File: config.mk
export PLATFORM = sky130hd
export DESIGN_NAME = srtc_top
export DESIGN_NICKNAME = d
export VERILOG_FILES = /design/src/srtc_pkg.sv /design/src/srtc_cal_if.sv /design/src/srtc_tick.sv /design/src/srtc_calendar.sv /design/src/srtc_top.sv
export VERILOG_INCLUDE_DIRS = /design/src
export SDC_FILE = /design/constraint.sdc
export NUM_CORES = 1
export LEC_CHECK = 0
export ABC_CLOCK_PERIOD_IN_PS = 3300
export BUFFER_PORTS_ARGS = -buffer_cell sky130_fd_sc_hd__buf_2
export CAP_MARGIN = 20
export CELL_PAD_IN_SITES_DETAIL_PLACEMENT = 1
export CELL_PAD_IN_SITES_GLOBAL_PLACEMENT = 1
export CORE_AREA = 2 2 280 282
export CTS_BUF_LIST = sky130_fd_sc_hd__clkbuf_4 sky130_fd_sc_hd__clkbuf_8
export CTS_CLUSTER_SIZE = 24
export DETAILED_ROUTE_END_ITERATION = 7
export DIE_AREA = 0 0 282 284
export PLACE_DENSITY = 0.62
export SYNTH_ARGS = -nofsm -noshare
export SYNTH_HDL_FRONTEND = slang
export SYNTH_SLANG_ARGS = --single-unit
export TNS_END_PERCENT = 5
File: constraint.sdc
create_clock -name clk -period 3.3 [get_ports clk]
set_clock_uncertainty 0.1 [all_clocks]
set_input_delay 0.66 -clock clk [delete_from_list [all_inputs] [get_ports clk]]
set_output_delay 0.66 -clock clk [all_outputs]
set_load 0.02 [all_outputs]
File: src/srtc_map.svh
// Register map, field positions, reset values and timing counts of the serial clock calendar
`ifndef SRTC_MAP_SVH
`define SRTC_MAP_SVH

// ****************************************
// Command byte fields
// ****************************************
`define SRTC_CMD_EN_BIT     7
`define SRTC_CMD_RAM_BIT    6
`define SRTC_CMD_ADDR_HI    5
`define SRTC_CMD_ADDR_LO    1
`define SRTC_CMD_RD_BIT     0
`define SRTC_BURST_ADDR     5'h1F

// ****************************************
// Address space
// ****************************************
`define SRTC_SEC_IDX        3'h0
`define SRTC_MIN_IDX        3'h1
`define SRTC_HOUR_IDX       3'h2
`define SRTC_DATE_IDX       3'h3
`define SRTC_MONTH_IDX      3'h4
`define SRTC_DAY_IDX        3'h5
`define SRTC_YEAR_IDX       3'h6
`define SRTC_CAL_REGS       5'h07
`define SRTC_CTRL_ADDR      5'h07
`define SRTC_TRICKLE_ADDR   5'h08
`define SRTC_CLK_BURST_LAST 5'h07
`define SRTC_RAM_DEPTH      5'h1F
`define SRTC_RAM_LAST       5'h1E

// ****************************************
// Field positions
// ****************************************
`define SRTC_HALT_BIT       7
`define SRTC_H12_BIT        7
`define SRTC_PM_BIT         5
`define SRTC_WP_BIT         7

// ****************************************
// Reset values
// ****************************************
`define SRTC_RST_SEC        8'h80
`define SRTC_RST_MIN        8'h00
`define SRTC_RST_HOUR       8'h00
`define SRTC_RST_DATE       8'h01
`define SRTC_RST_MONTH      8'h01
`define SRTC_RST_DAY        8'h01
`define SRTC_RST_YEAR       8'h00
`define SRTC_RST_WP         1'b0
`define SRTC_RST_TRICKLE    8'h00

// ****************************************
// Timing
// ****************************************
`define SRTC_OSC_PER_SEC    32768

`endif

File: src/srtc_pkg.sv
// Types shared by the serial clock calendar modules
package srtc_pkg;

  typedef logic [7:0] srtc_byte_t;
  typedef srtc_byte_t srtc_regs_t [7];

  typedef enum logic [4:0] {
    SRTC_IDLE = 5'h01,
    SRTC_CMD  = 5'h02,
    SRTC_WR   = 5'h04,
    SRTC_RD   = 5'h08,
    SRTC_DONE = 5'h10
  } srtc_state_t;

endpackage

File: src/srtc_cal_if.sv
// Carrier between the serial engine, the calendar and the seconds divider
interface srtc_cal_if;
  import srtc_pkg::*;

  logic       wr_en;
  logic [2:0] wr_idx;
  srtc_byte_t wr_byte;
  logic       ld_all;
  srtc_regs_t ld_bytes;
  logic       snap;
  srtc_regs_t live;
  srtc_regs_t shadow;
  logic       halt;
  logic       sec_tick;

  modport ctl  (output wr_en, wr_idx, wr_byte, ld_all, ld_bytes, snap,
                input  live, shadow);
  modport cal  (input  wr_en, wr_idx, wr_byte, ld_all, ld_bytes, snap, sec_tick,
                output live, shadow, halt);
  modport tick (input  halt,
                output sec_tick);
endinterface

File: src/srtc_tick.sv
// Oscillator sampler and seconds divider
`include "srtc_map.svh"
module srtc_tick
  import srtc_pkg::*;
#(
  parameter int OSC_PER_SEC = `SRTC_OSC_PER_SEC
) (
  // System
  input  wire logic clk,
  input  wire logic srst,
  // Oscillator
  input  wire logic crystal_in_pin,
  output logic      crystal_out_pin,
  // Calendar side
  srtc_cal_if.tick  bus
);
  localparam int CW = $clog2(OSC_PER_SEC + 1);

  // ****************************************
  // Oscillator sampling
  // ****************************************
  logic          xt_m;
  logic          xt_q;
  logic          xt_d;
  logic [CW-1:0] cnt_reg;
  logic [CW-1:0] cnt_next;
  logic          tick_reg;
  logic          tick_next;
  logic          xo_reg;
  logic          xo_next;

  always_ff @(posedge clk) begin
    xt_m <= crystal_in_pin;
    xt_q <= xt_m;
    xt_d <= xt_q;
  end

  // ****************************************
  // Divider
  // ****************************************
  always_comb begin
    cnt_next  = cnt_reg;
    tick_next = 1'b0;
    // Stopped oscillator drives its output low
    xo_next   = bus.halt ? 1'b0 : ~xt_q;
    if (bus.halt) begin
      cnt_next = '0;
    end else if (xt_q && !xt_d) begin
      if (cnt_reg == CW'(OSC_PER_SEC - 1)) begin
        cnt_next  = '0;
        tick_next = 1'b1;
      end else begin
        cnt_next = cnt_reg + CW'(1);
      end
    end
  end

  always_ff @(posedge clk) begin
    if (srst) begin
      cnt_reg  <= '0;
      tick_reg <= 1'b0;
      xo_reg   <= 1'b0;
    end else begin
      cnt_reg  <= cnt_next;
      tick_reg <= tick_next;
      xo_reg   <= xo_next;
    end
  end

  assign bus.sec_tick    = tick_reg;
  assign crystal_out_pin = xo_reg;
endmodule

File: src/srtc_calendar.sv
// BCD clock calendar counters with burst shadow copy
`include "srtc_map.svh"
module srtc_calendar
  import srtc_pkg::*;
(
  // System
  input  wire logic clk,
  input  wire logic srst,
  // Engine side
  srtc_cal_if.cal   bus
);
  // ****************************************
  // Helpers
  // ****************************************
  function automatic logic [8:0] bcd_step(input logic [7:0] v, input logic [7:0] last,
                                          input logic [7:0] first);
    logic [7:0] inc;
    inc = (v[3:0] == 4'h9) ? {v[7:4] + 4'h1, 4'h0} : v + 8'h01;
    return (v == last) ? {1'b1, first} : {1'b0, inc};
  endfunction

  function automatic logic [7:0] month_last(input logic [7:0] mon, input logic [7:0] yr);
    logic leap;
    leap = yr[4] ? (yr[3:0] == 4'h2 || yr[3:0] == 4'h6)
                 : (yr[3:0] == 4'h0 || yr[3:0] == 4'h4 || yr[3:0] == 4'h8);
    case (mon)
      8'h02:                      month_last = leap ? 8'h29 : 8'h28;
      8'h04, 8'h06, 8'h09, 8'h11: month_last = 8'h30;
      default:                    month_last = 8'h31;
    endcase
  endfunction

  // ****************************************
  // Counters
  // ****************************************
  srtc_regs_t cal_reg;
  srtc_regs_t cal_next;
  srtc_regs_t shd_reg;
  srtc_regs_t shd_next;

  always_comb begin
    logic [8:0] s;
    logic       carry;
    logic [7:0] h;
    s        = 9'h000;
    carry    = 1'b0;
    h        = cal_reg[`SRTC_HOUR_IDX];
    cal_next = cal_reg;
    shd_next = bus.snap ? cal_reg : shd_reg;
    if (bus.ld_all) begin
      cal_next = bus.ld_bytes;
    end else if (bus.wr_en) begin
      cal_next[bus.wr_idx] = bus.wr_byte;
    end else if (bus.sec_tick) begin
      s = bcd_step({1'b0, cal_reg[`SRTC_SEC_IDX][6:0]}, 8'h59, 8'h00);
      cal_next[`SRTC_SEC_IDX] = {cal_reg[`SRTC_SEC_IDX][`SRTC_HALT_BIT], s[6:0]};
      if (s[8]) begin
        s = bcd_step(cal_reg[`SRTC_MIN_IDX], 8'h59, 8'h00);
        cal_next[`SRTC_MIN_IDX] = s[7:0];
        carry = s[8];
      end
      if (carry) begin
        carry = 1'b0;
        if (h[`SRTC_H12_BIT]) begin
          if (h[4:0] == 5'h12) begin
            h[4:0] = 5'h01;
          end else if (h[4:0] == 5'h11) begin
            h[4:0] = 5'h12;
            carry  = h[`SRTC_PM_BIT];
            h[`SRTC_PM_BIT] = ~h[`SRTC_PM_BIT];
          end else begin
            s = bcd_step({3'h0, h[4:0]}, 8'h12, 8'h01);
            h[4:0] = s[4:0];
          end
        end else begin
          s     = bcd_step({2'h0, h[5:0]}, 8'h23, 8'h00);
          h     = {2'h0, s[5:0]};
          carry = s[8];
        end
        cal_next[`SRTC_HOUR_IDX] = h;
      end
      if (carry) begin
        s = bcd_step(cal_reg[`SRTC_DAY_IDX], 8'h07, 8'h01);
        cal_next[`SRTC_DAY_IDX] = s[7:0];
        s = bcd_step(cal_reg[`SRTC_DATE_IDX],
                     month_last(cal_reg[`SRTC_MONTH_IDX], cal_reg[`SRTC_YEAR_IDX]),
                     8'h01);
        cal_next[`SRTC_DATE_IDX] = s[7:0];
        carry = s[8];
      end
      if (carry) begin
        s = bcd_step(cal_reg[`SRTC_MONTH_IDX], 8'h12, 8'h01);
        cal_next[`SRTC_MONTH_IDX] = s[7:0];
        carry = s[8];
      end
      if (carry) begin
        s = bcd_step(cal_reg[`SRTC_YEAR_IDX], 8'h99, 8'h00);
        cal_next[`SRTC_YEAR_IDX] = s[7:0];
      end
    end
  end

  always_ff @(posedge clk) begin
    if (srst) begin
      cal_reg <= '{`SRTC_RST_SEC, `SRTC_RST_MIN, `SRTC_RST_HOUR, `SRTC_RST_DATE,
                   `SRTC_RST_MONTH, `SRTC_RST_DAY, `SRTC_RST_YEAR};
      shd_reg <= '{default: 8'h00};
    end else begin
      cal_reg <= cal_next;
      shd_reg <= shd_next;
    end
  end

  assign bus.live   = cal_reg;
  assign bus.shadow = shd_reg;
  assign bus.halt   = cal_reg[`SRTC_SEC_IDX][`SRTC_HALT_BIT];
endmodule

File: src/srtc_top.sv
// Serial clock calendar: three-wire port, scratchpad and control registers
//
// Functional notes
// - Command bit 7 must be one; when zero no write is performed.
// - Command bit 6 picks clock space (0) or scratchpad RAM (1).
// - Command bits 1-5 are the address; bit 0 one means read.
// - Command byte arrives least significant bit first.
// - Raising transfer-select starts the command sequence.
// - Transfer-select low aborts the transfer and releases the data line.
// - Inputs sampled on shift clock rise; outputs driven on its fall.
// - Write data byte follows command, LSB first; later cycles ignored.
// - Read byte goes out LSB first, first bit on next fall.
// - Reads continue byte after byte while transfer-select stays high.
// - Data line released at every shift clock rise during reads.
// - Address 31 means burst, starting at bit 0 of address 0.
// - No storage at clock addresses 9-31 or RAM address 31.
// - Clock burst write commits only after all eight bytes.
// - RAM burst write commits each byte as it completes.
// - Time and calendar registers hold BCD values.
// - Month lengths and leap-year February handled up to 2100.
// - Seconds bit 7 halts oscillator and timekeeping; zero restarts.
// - Hours bit 7 selects 12-hour mode; bit 5 is PM or twenty-hours.
// - Control register bits 0-6 always read zero.
// - Control bit 7 set blocks writes to every other register.
// - Clock burst read served from a copy taken at its start.
// - Write-protect at clock burst write request blocks all eight registers.
`include "srtc_map.svh"
module srtc_top
  import srtc_pkg::*;
#(
  parameter int OSC_PER_SEC = `SRTC_OSC_PER_SEC
) (
  // System
  input  wire logic clk,
  input  wire logic srst,
  // Serial port
  input  wire logic xfer_sel,
  input  wire logic shift_clk,
  input  wire logic data_in,
  output logic      data_out,
  output logic      data_oe,
  // Oscillator
  input  wire logic crystal_in_pin,
  output logic      crystal_out_pin
);
  // ****************************************
  // Declarations
  // ****************************************
  srtc_cal_if  cal_bus ();

  logic        sel_m;
  logic        sel_q;
  logic        sck_m;
  logic        sck_q;
  logic        sck_d;
  logic        din_m;
  logic        din_q;
  logic        sck_rise;
  logic        sck_fall;
  logic [7:0]  shifted;

  srtc_state_t state_reg;
  srtc_state_t state_next;
  logic [2:0]  bit_reg;
  logic [2:0]  bit_next;
  logic [7:0]  sr_reg;
  logic [7:0]  sr_next;
  logic [7:0]  cmd_reg;
  logic [7:0]  cmd_next;
  logic [4:0]  addr_reg;
  logic [4:0]  addr_next;
  logic [7:0]  rd_reg;
  logic [7:0]  rd_next;
  logic        dout_reg;
  logic        dout_next;
  logic        doe_reg;
  logic        doe_next;
  logic        wp_reg;
  logic        wp_next;
  logic        lock_reg;
  logic        lock_next;
  logic [7:0]  trk_reg;
  logic [7:0]  trk_next;

  srtc_byte_t  ram [`SRTC_RAM_DEPTH];
  srtc_regs_t  buf_reg;
  logic        ram_we;
  logic        buf_we;
  logic        cal_wr;
  logic        cal_ld;
  logic        snap;

  logic        burst;
  logic        cmd_ok;
  logic        ram_sp;
  logic        fetch_ram;
  logic        use_shadow;
  logic [4:0]  fetch_addr;
  logic [7:0]  rd_fetch;
  logic [4:0]  step_addr;

  // ****************************************
  // Pin synchronisers
  // ****************************************
  always_ff @(posedge clk) begin
    sel_m <= xfer_sel;
    sel_q <= sel_m;
    sck_m <= shift_clk;
    sck_q <= sck_m;
    sck_d <= sck_q;
    din_m <= data_in;
    din_q <= din_m;
  end

  assign sck_rise = sck_q & ~sck_d;
  assign sck_fall = ~sck_q & sck_d;
  assign shifted  = {din_q, sr_reg[7:1]};

  // ****************************************
  // Command decode
  // ****************************************
  assign cmd_ok = cmd_reg[`SRTC_CMD_EN_BIT];
  assign ram_sp = cmd_reg[`SRTC_CMD_RAM_BIT];
  assign burst  = (cmd_reg[`SRTC_CMD_ADDR_HI:`SRTC_CMD_ADDR_LO] == `SRTC_BURST_ADDR);

  // Burst address wraps inside the space so long reads keep cycling
  always_comb begin
    if (!burst) begin
      step_addr = addr_reg;
    end else if (ram_sp) begin
      step_addr = (addr_reg == `SRTC_RAM_LAST) ? 5'h00 : addr_reg + 5'h01;
    end else begin
      step_addr = (addr_reg == `SRTC_CLK_BURST_LAST) ? 5'h00 : addr_reg + 5'h01;
    end
  end

  // ****************************************
  // Read fetch
  // ****************************************
  always_comb begin
    if (state_reg == SRTC_CMD) begin
      fetch_ram  = shifted[`SRTC_CMD_RAM_BIT];
      fetch_addr = (shifted[`SRTC_CMD_ADDR_HI:`SRTC_CMD_ADDR_LO] == `SRTC_BURST_ADDR)
                   ? 5'h00 : shifted[`SRTC_CMD_ADDR_HI:`SRTC_CMD_ADDR_LO];
    end else begin
      fetch_ram  = ram_sp;
      fetch_addr = step_addr;
    end
    // First byte of a burst still comes from live regs: the copy is taken that same cycle
    use_shadow = (state_reg == SRTC_RD) && burst && !ram_sp;
    rd_fetch   = 8'h00;
    if (fetch_ram) begin
      if (fetch_addr < `SRTC_RAM_DEPTH) begin
        rd_fetch = ram[fetch_addr];
      end
    end else if (fetch_addr < `SRTC_CAL_REGS) begin
      rd_fetch = use_shadow ? cal_bus.shadow[fetch_addr[2:0]] : cal_bus.live[fetch_addr[2:0]];
    end else if (fetch_addr == `SRTC_CTRL_ADDR) begin
      rd_fetch = {wp_reg, 7'h00};
    end else if (fetch_addr == `SRTC_TRICKLE_ADDR) begin
      rd_fetch = trk_reg;
    end
  end

  // ****************************************
  // Transfer sequencer
  // ****************************************
  always_comb begin
    state_next = state_reg;
    bit_next   = bit_reg;
    sr_next    = sr_reg;
    cmd_next   = cmd_reg;
    addr_next  = addr_reg;
    rd_next    = rd_reg;
    dout_next  = dout_reg;
    doe_next   = doe_reg;
    wp_next    = wp_reg;
    lock_next  = lock_reg;
    trk_next   = trk_reg;
    ram_we     = 1'b0;
    buf_we     = 1'b0;
    cal_wr     = 1'b0;
    cal_ld     = 1'b0;
    snap       = 1'b0;
    if (!sel_q) begin
      state_next = SRTC_IDLE;
      doe_next   = 1'b0;
      bit_next   = 3'h0;
    end else begin
      case (state_reg)
        SRTC_IDLE: begin
          state_next = SRTC_CMD;
          bit_next   = 3'h0;
        end
        SRTC_CMD: begin
          if (sck_rise) begin
            sr_next  = shifted;
            bit_next = bit_reg + 3'h1;
            if (bit_reg == 3'h7) begin
              cmd_next  = shifted;
              addr_next = fetch_addr;
              lock_next = wp_reg;
              if (shifted[`SRTC_CMD_RD_BIT]) begin
                state_next = SRTC_RD;
                rd_next    = rd_fetch;
                snap       = !shifted[`SRTC_CMD_RAM_BIT] &&
                             (shifted[`SRTC_CMD_ADDR_HI:`SRTC_CMD_ADDR_LO] == `SRTC_BURST_ADDR);
              end else begin
                state_next = SRTC_WR;
              end
            end
          end
        end
        SRTC_RD: begin
          if (sck_fall) begin
            doe_next  = 1'b1;
            dout_next = rd_reg[bit_reg];
          end
          if (sck_rise) begin
            doe_next = 1'b0;
            bit_next = bit_reg + 3'h1;
            if (bit_reg == 3'h7) begin
              addr_next = step_addr;
              rd_next   = rd_fetch;
            end
          end
        end
        SRTC_WR: begin
          if (sck_rise) begin
            sr_next  = shifted;
            bit_next = bit_reg + 3'h1;
            if (bit_reg == 3'h7) begin
              if (burst && ram_sp) begin
                ram_we    = cmd_ok && !wp_reg;
                addr_next = step_addr;
                if (addr_reg == `SRTC_RAM_LAST) begin
                  state_next = SRTC_DONE;
                end
              end else if (burst) begin
                buf_we    = 1'b1;
                addr_next = step_addr;
                if (addr_reg == `SRTC_CLK_BURST_LAST) begin
                  state_next = SRTC_DONE;
                  if (cmd_ok && !lock_reg) begin
                    cal_ld  = 1'b1;
                    wp_next = shifted[`SRTC_WP_BIT];
                  end
                end
              end else begin
                state_next = SRTC_DONE;
                if (cmd_ok && ram_sp) begin
                  ram_we = !wp_reg && (addr_reg < `SRTC_RAM_DEPTH);
                end else if (cmd_ok && addr_reg == `SRTC_CTRL_ADDR) begin
                  wp_next = shifted[`SRTC_WP_BIT];
                end else if (cmd_ok && !wp_reg) begin
                  cal_wr = (addr_reg < `SRTC_CAL_REGS);
                  if (addr_reg == `SRTC_TRICKLE_ADDR) begin
                    trk_next = shifted;
                  end
                end
              end
            end
          end
        end
        SRTC_DONE: begin
          // Extra clock cycles after a finished write are ignored
          state_next = SRTC_DONE;
        end
        default: begin
          state_next = SRTC_IDLE;
        end
      endcase
    end
  end

  always_ff @(posedge clk) begin
    if (srst) begin
      state_reg <= SRTC_IDLE;
      bit_reg   <= 3'h0;
      sr_reg    <= 8'h00;
      cmd_reg   <= 8'h00;
      addr_reg  <= 5'h00;
      rd_reg    <= 8'h00;
      dout_reg  <= 1'b0;
      doe_reg   <= 1'b0;
      wp_reg    <= `SRTC_RST_WP;
      lock_reg  <= 1'b0;
      trk_reg   <= `SRTC_RST_TRICKLE;
    end else begin
      state_reg <= state_next;
      bit_reg   <= bit_next;
      sr_reg    <= sr_next;
      cmd_reg   <= cmd_next;
      addr_reg  <= addr_next;
      rd_reg    <= rd_next;
      dout_reg  <= dout_next;
      doe_reg   <= doe_next;
      wp_reg    <= wp_next;
      lock_reg  <= lock_next;
      trk_reg   <= trk_next;
    end
  end

  // ****************************************
  // Scratchpad and burst staging
  // ****************************************
  // No reset on storage: contents are undefined at power-up
  always_ff @(posedge clk) begin
    if (ram_we) begin
      ram[addr_reg] <= shifted;
    end
    if (buf_we && addr_reg < `SRTC_CAL_REGS) begin
      buf_reg[addr_reg[2:0]] <= shifted;
    end
  end

  // ****************************************
  // Calendar link
  // ****************************************
  assign cal_bus.wr_en    = cal_wr;
  assign cal_bus.wr_idx   = addr_reg[2:0];
  assign cal_bus.wr_byte  = shifted;
  assign cal_bus.ld_all   = cal_ld;
  assign cal_bus.ld_bytes = buf_reg;
  assign cal_bus.snap     = snap;

  srtc_calendar u_cal (
    .clk  (clk),
    .srst (srst),
    .bus  (cal_bus.cal)
  );

  srtc_tick #(
    .OSC_PER_SEC (OSC_PER_SEC)
  ) u_tick (
    .clk             (clk),
    .srst            (srst),
    .crystal_in_pin  (crystal_in_pin),
    .crystal_out_pin (crystal_out_pin),
    .bus             (cal_bus.tick)
  );

  assign data_out = dout_reg;
  assign data_oe  = doe_reg;
endmodule

==> results.md <==
* Layout cells sized above 1 at roughly a fifth
* Clock slew at reported path FFs at roughly 60 ps
* WHS at around 230 ps
* DR iter-0 viols at 1793
* Critical Path RT at 3780 ps
* Synth Register Bits at 491
* CTS tree: done
* Post-route ant nets at 0
* Arrival time worst endpoint at 3840 ps
* Buffers on Ports at 8
* Power, Total at approximately 13000 µW
* R2R cell count at 14
* Top Ports at 9
* Root Driver: clkbuf_8
* GRT overflow at 0
* Met1 Usage GRT at between 20% and 30%
* Crit. End Element: register
* Nets at 2484
* Sink Count at approximately 490
* Area growth syn-to-layout at 22.1%
* Multi-input gate area at 9470 µm²
* Full die area at roughly 80000 µm²
* Total number of vias at ~20k
* Bufs and invs on worst path at 4
* First-pass DRT Iterations at 7
* Largest net degree at the start of global routing at 85
* Cell family with most CP delay: compound AO/OA/AOI/OAI gates
* CORE AREA at 77000 µm²
* CTS Buffer Depth at 3
* Crit Path Max Fanout at 22
* Total Routing Usage GR at about a fifth
* Synth async-reset ratio at 0%
* Fmax at slightly below 300 MHz
* Peak VDD IR at about 0.21 mV
* Setup violators final at 4
* Ys flop type: edfxtp_1
* Leakage at 0.00965 µW
* DP Worst Slack at -190 ps
* Syn. warnings at 0
* Syn_area_per_cell at between 10 and 15 µm²
* Rel. slew slack at around a third
* Post-Syn Area at ~23000 µm²
* Routed wire per std cell at about 24 µm
* Count of mapped cells out of synthesis at 2232
* Max cap viols at 0
* Die W at ~280 µm
* Non-Filler Instances at ~3.6k
* Clock latency at the later pin of the worst-skew pair at between 700 and 800 ps
* Met3 usage at 3.02%
* Post-synth EDFFs at slightly above 300
* First-pass GRT wire length at roughly 130000 µm
* Met2 Resource Use GR at 34.1%
* Placed instance count at ~3.4k
* Final worst-path cycle share at 102%
* DIE HEIGHT at roughly 280 µm
* Failing checks: negative setup slack
* Yosys cell types at 96
* Post-route minimum period at 3350 ps
* Worst Hold Class: register to register
* Hold depth at 0
* Vias in the first global route at around 20k
* Std cell rows at 102
* Initial core utilization at between 20% and 30%
* Drt via density at 5.45
* Power Density at 467 nW/µm²
* Number of flip-flops in the largest register at about 250
* Busiest grt layer: met2
* Status: finished, violations left
* Max Slew Vio Count at 0
* Worst Setup Slack, final at -54.5 ps
* Least-Margin Pin Slew at between 1000 and 1500 ps
* Crit path launch type: register
* Crit. path cell count at 14
* WS Path Type: register to register
* GP Congestion at between 0.9 and 1
* Register area share after synthesis at 56.1%
* Crit path cell chain: inv_1, ha_1, and4_1, buf_4, o21a_1, o211ai_2, nand2_4, buf_16, buf_4, nor3_1, nor3_1, o21ai_0, a2111oi_2, a211o_1
* Slowest stage delay, CP at about 350 ps
* Area occupied by registers at roughly 13000 µm²
* Post-Syn Nets at 2268
* DRC at 0
* Hpwl dp at 57200 µm
* CTS buffer count at between 80 and 90
* Routed wire length at ~85000 µm
* RSZ-0062 raised after global routing: true
* FILL cells at between 8k and 9k
* Hold Fails Final Rpt at 0
* Fin util at 36.4%
* Slowest cell on the critical path: dfxtp_2
* Initial antenna violation count at 3
* H-tree Lvls at 3
==> final timing paths <==
path	to	slack, ps	from
worst max-delay path	rd_reg[6]	-50	addr_reg[0]
worst min-delay path	u_tick.xt_q	230	u_tick.xt_m
worst max register to register	rd_reg[6]	-50	addr_reg[0]
worst min register to register	u_tick.xt_q	230	u_tick.xt_m
==> through the flow <==
stage,TNS [ps],cell area [µm²]
2_1_floorplan,0,23000
3_3_place_gp,-869,25700
3_5_place_dp,-898,25700
4_1_cts,0,27900
5_1_grt,-1070,28000
6_report,-126,28000
==> Yosys cell counts (all sizes together), types with 27 or more instances <==
| master | instances | area share (%) |
|---|---|---|
| a211oi | 34 | 1.1 |
| a21oi | 199 | 4.4 |
| buf | 58 | 1.7 |
| clkbuf | 90 | 1.5 |
| dfxtp | 187 | 16 |
| edfxtp | 304 | 40 |
| ha | 30 | 1.6 |
| inv | 27 | 0.44 |
| mux2i | 63 | 2.7 |
| nand2 | 389 | 6.4 |
| nand3 | 57 | 1.3 |
| nor2 | 212 | 3.6 |
| nor3 | 50 | 1.2 |
| o21ai | 98 | 2.2 |
==> final cells by class <==
class | count | share of cell area [%]
tap | 1040 | 4.64
clock buffer | 132 | 5.68
antenna | 2 | 0.0179
inverter | 27 | 0.362
multi-input combinational | 1566 | 33.8
timing repair buffer | 275 | 8.41
sequential | 491 | 46.0
clock inverter | 31 | 1.13
==> layout by cell type (no fill, tap or decap), types with 12 or more instances in the layout <==
master    Yosys  final
nor3b_1      16     16
a22oi_1      25     23
nand4_1      25     25
a21oi_1     195    195
xnor2_1      15     15
ha_1         30     30
nor2b_1      14     14
o21ai_0      90     87
nand3_1      56     56
dfxtp_1     187    178
inv_1        27     27
nand2_1     389    386
clkbuf_8      0     96
a211oi_1     34     34
a221oi_1     23     22
clkbuf_4      0     36
edfxtp_1    304    304
a22o_1       12     12
nor3_1       48     44
nand2b_1     14     14
a31oi_1      21     21
and3_1       25     25
or3_1        16     15
a221o_1      22     22
o211ai_1     15     15
buf_12        3     16
nor2_1      208    203
buf_4         6    241
mux2i_1      63     63
==> where the power goes <==
group,internal [µW],total [µW],switching [µW]
clock network,3560,6300,2730
logic,118,335,216
registers,6460,6460,5.84
total,10100,13100,2950
==> logic make-up after synthesis <==
family                   count (synthesis)  synth area share (%)
multiplexers                            78                  4.02
adder cells (fa/ha/maj)                 30                  1.63
flip-flops                             491                  56.1
AO/OA/AOI/OAI                          564                  16.6
buffers and inverters                  175                  3.60
XOR/XNOR                                24                 0.916
AND/OR/NAND/NOR                        870                  17.2
==> layer usage <==
metal  up-vias  wire length, µm
met5         -                0
met4         0             2090
met3       127             4590
met2       562            40200
met1     10037            37700
li1       8708                -
==> repair_timing <==
item | CTS | global route
endpoints found under the setup margin | 8 | 55
gates resized for setup | 28 | 14
buffers inserted | 10 | 0
cloned | 2 | 1
endpoints found under the hold margin | 4 | 0
pin swaps | 9 | 2
hold buffers | 4 | 0
No activity file was read; power rests on OpenSTA's default activity.
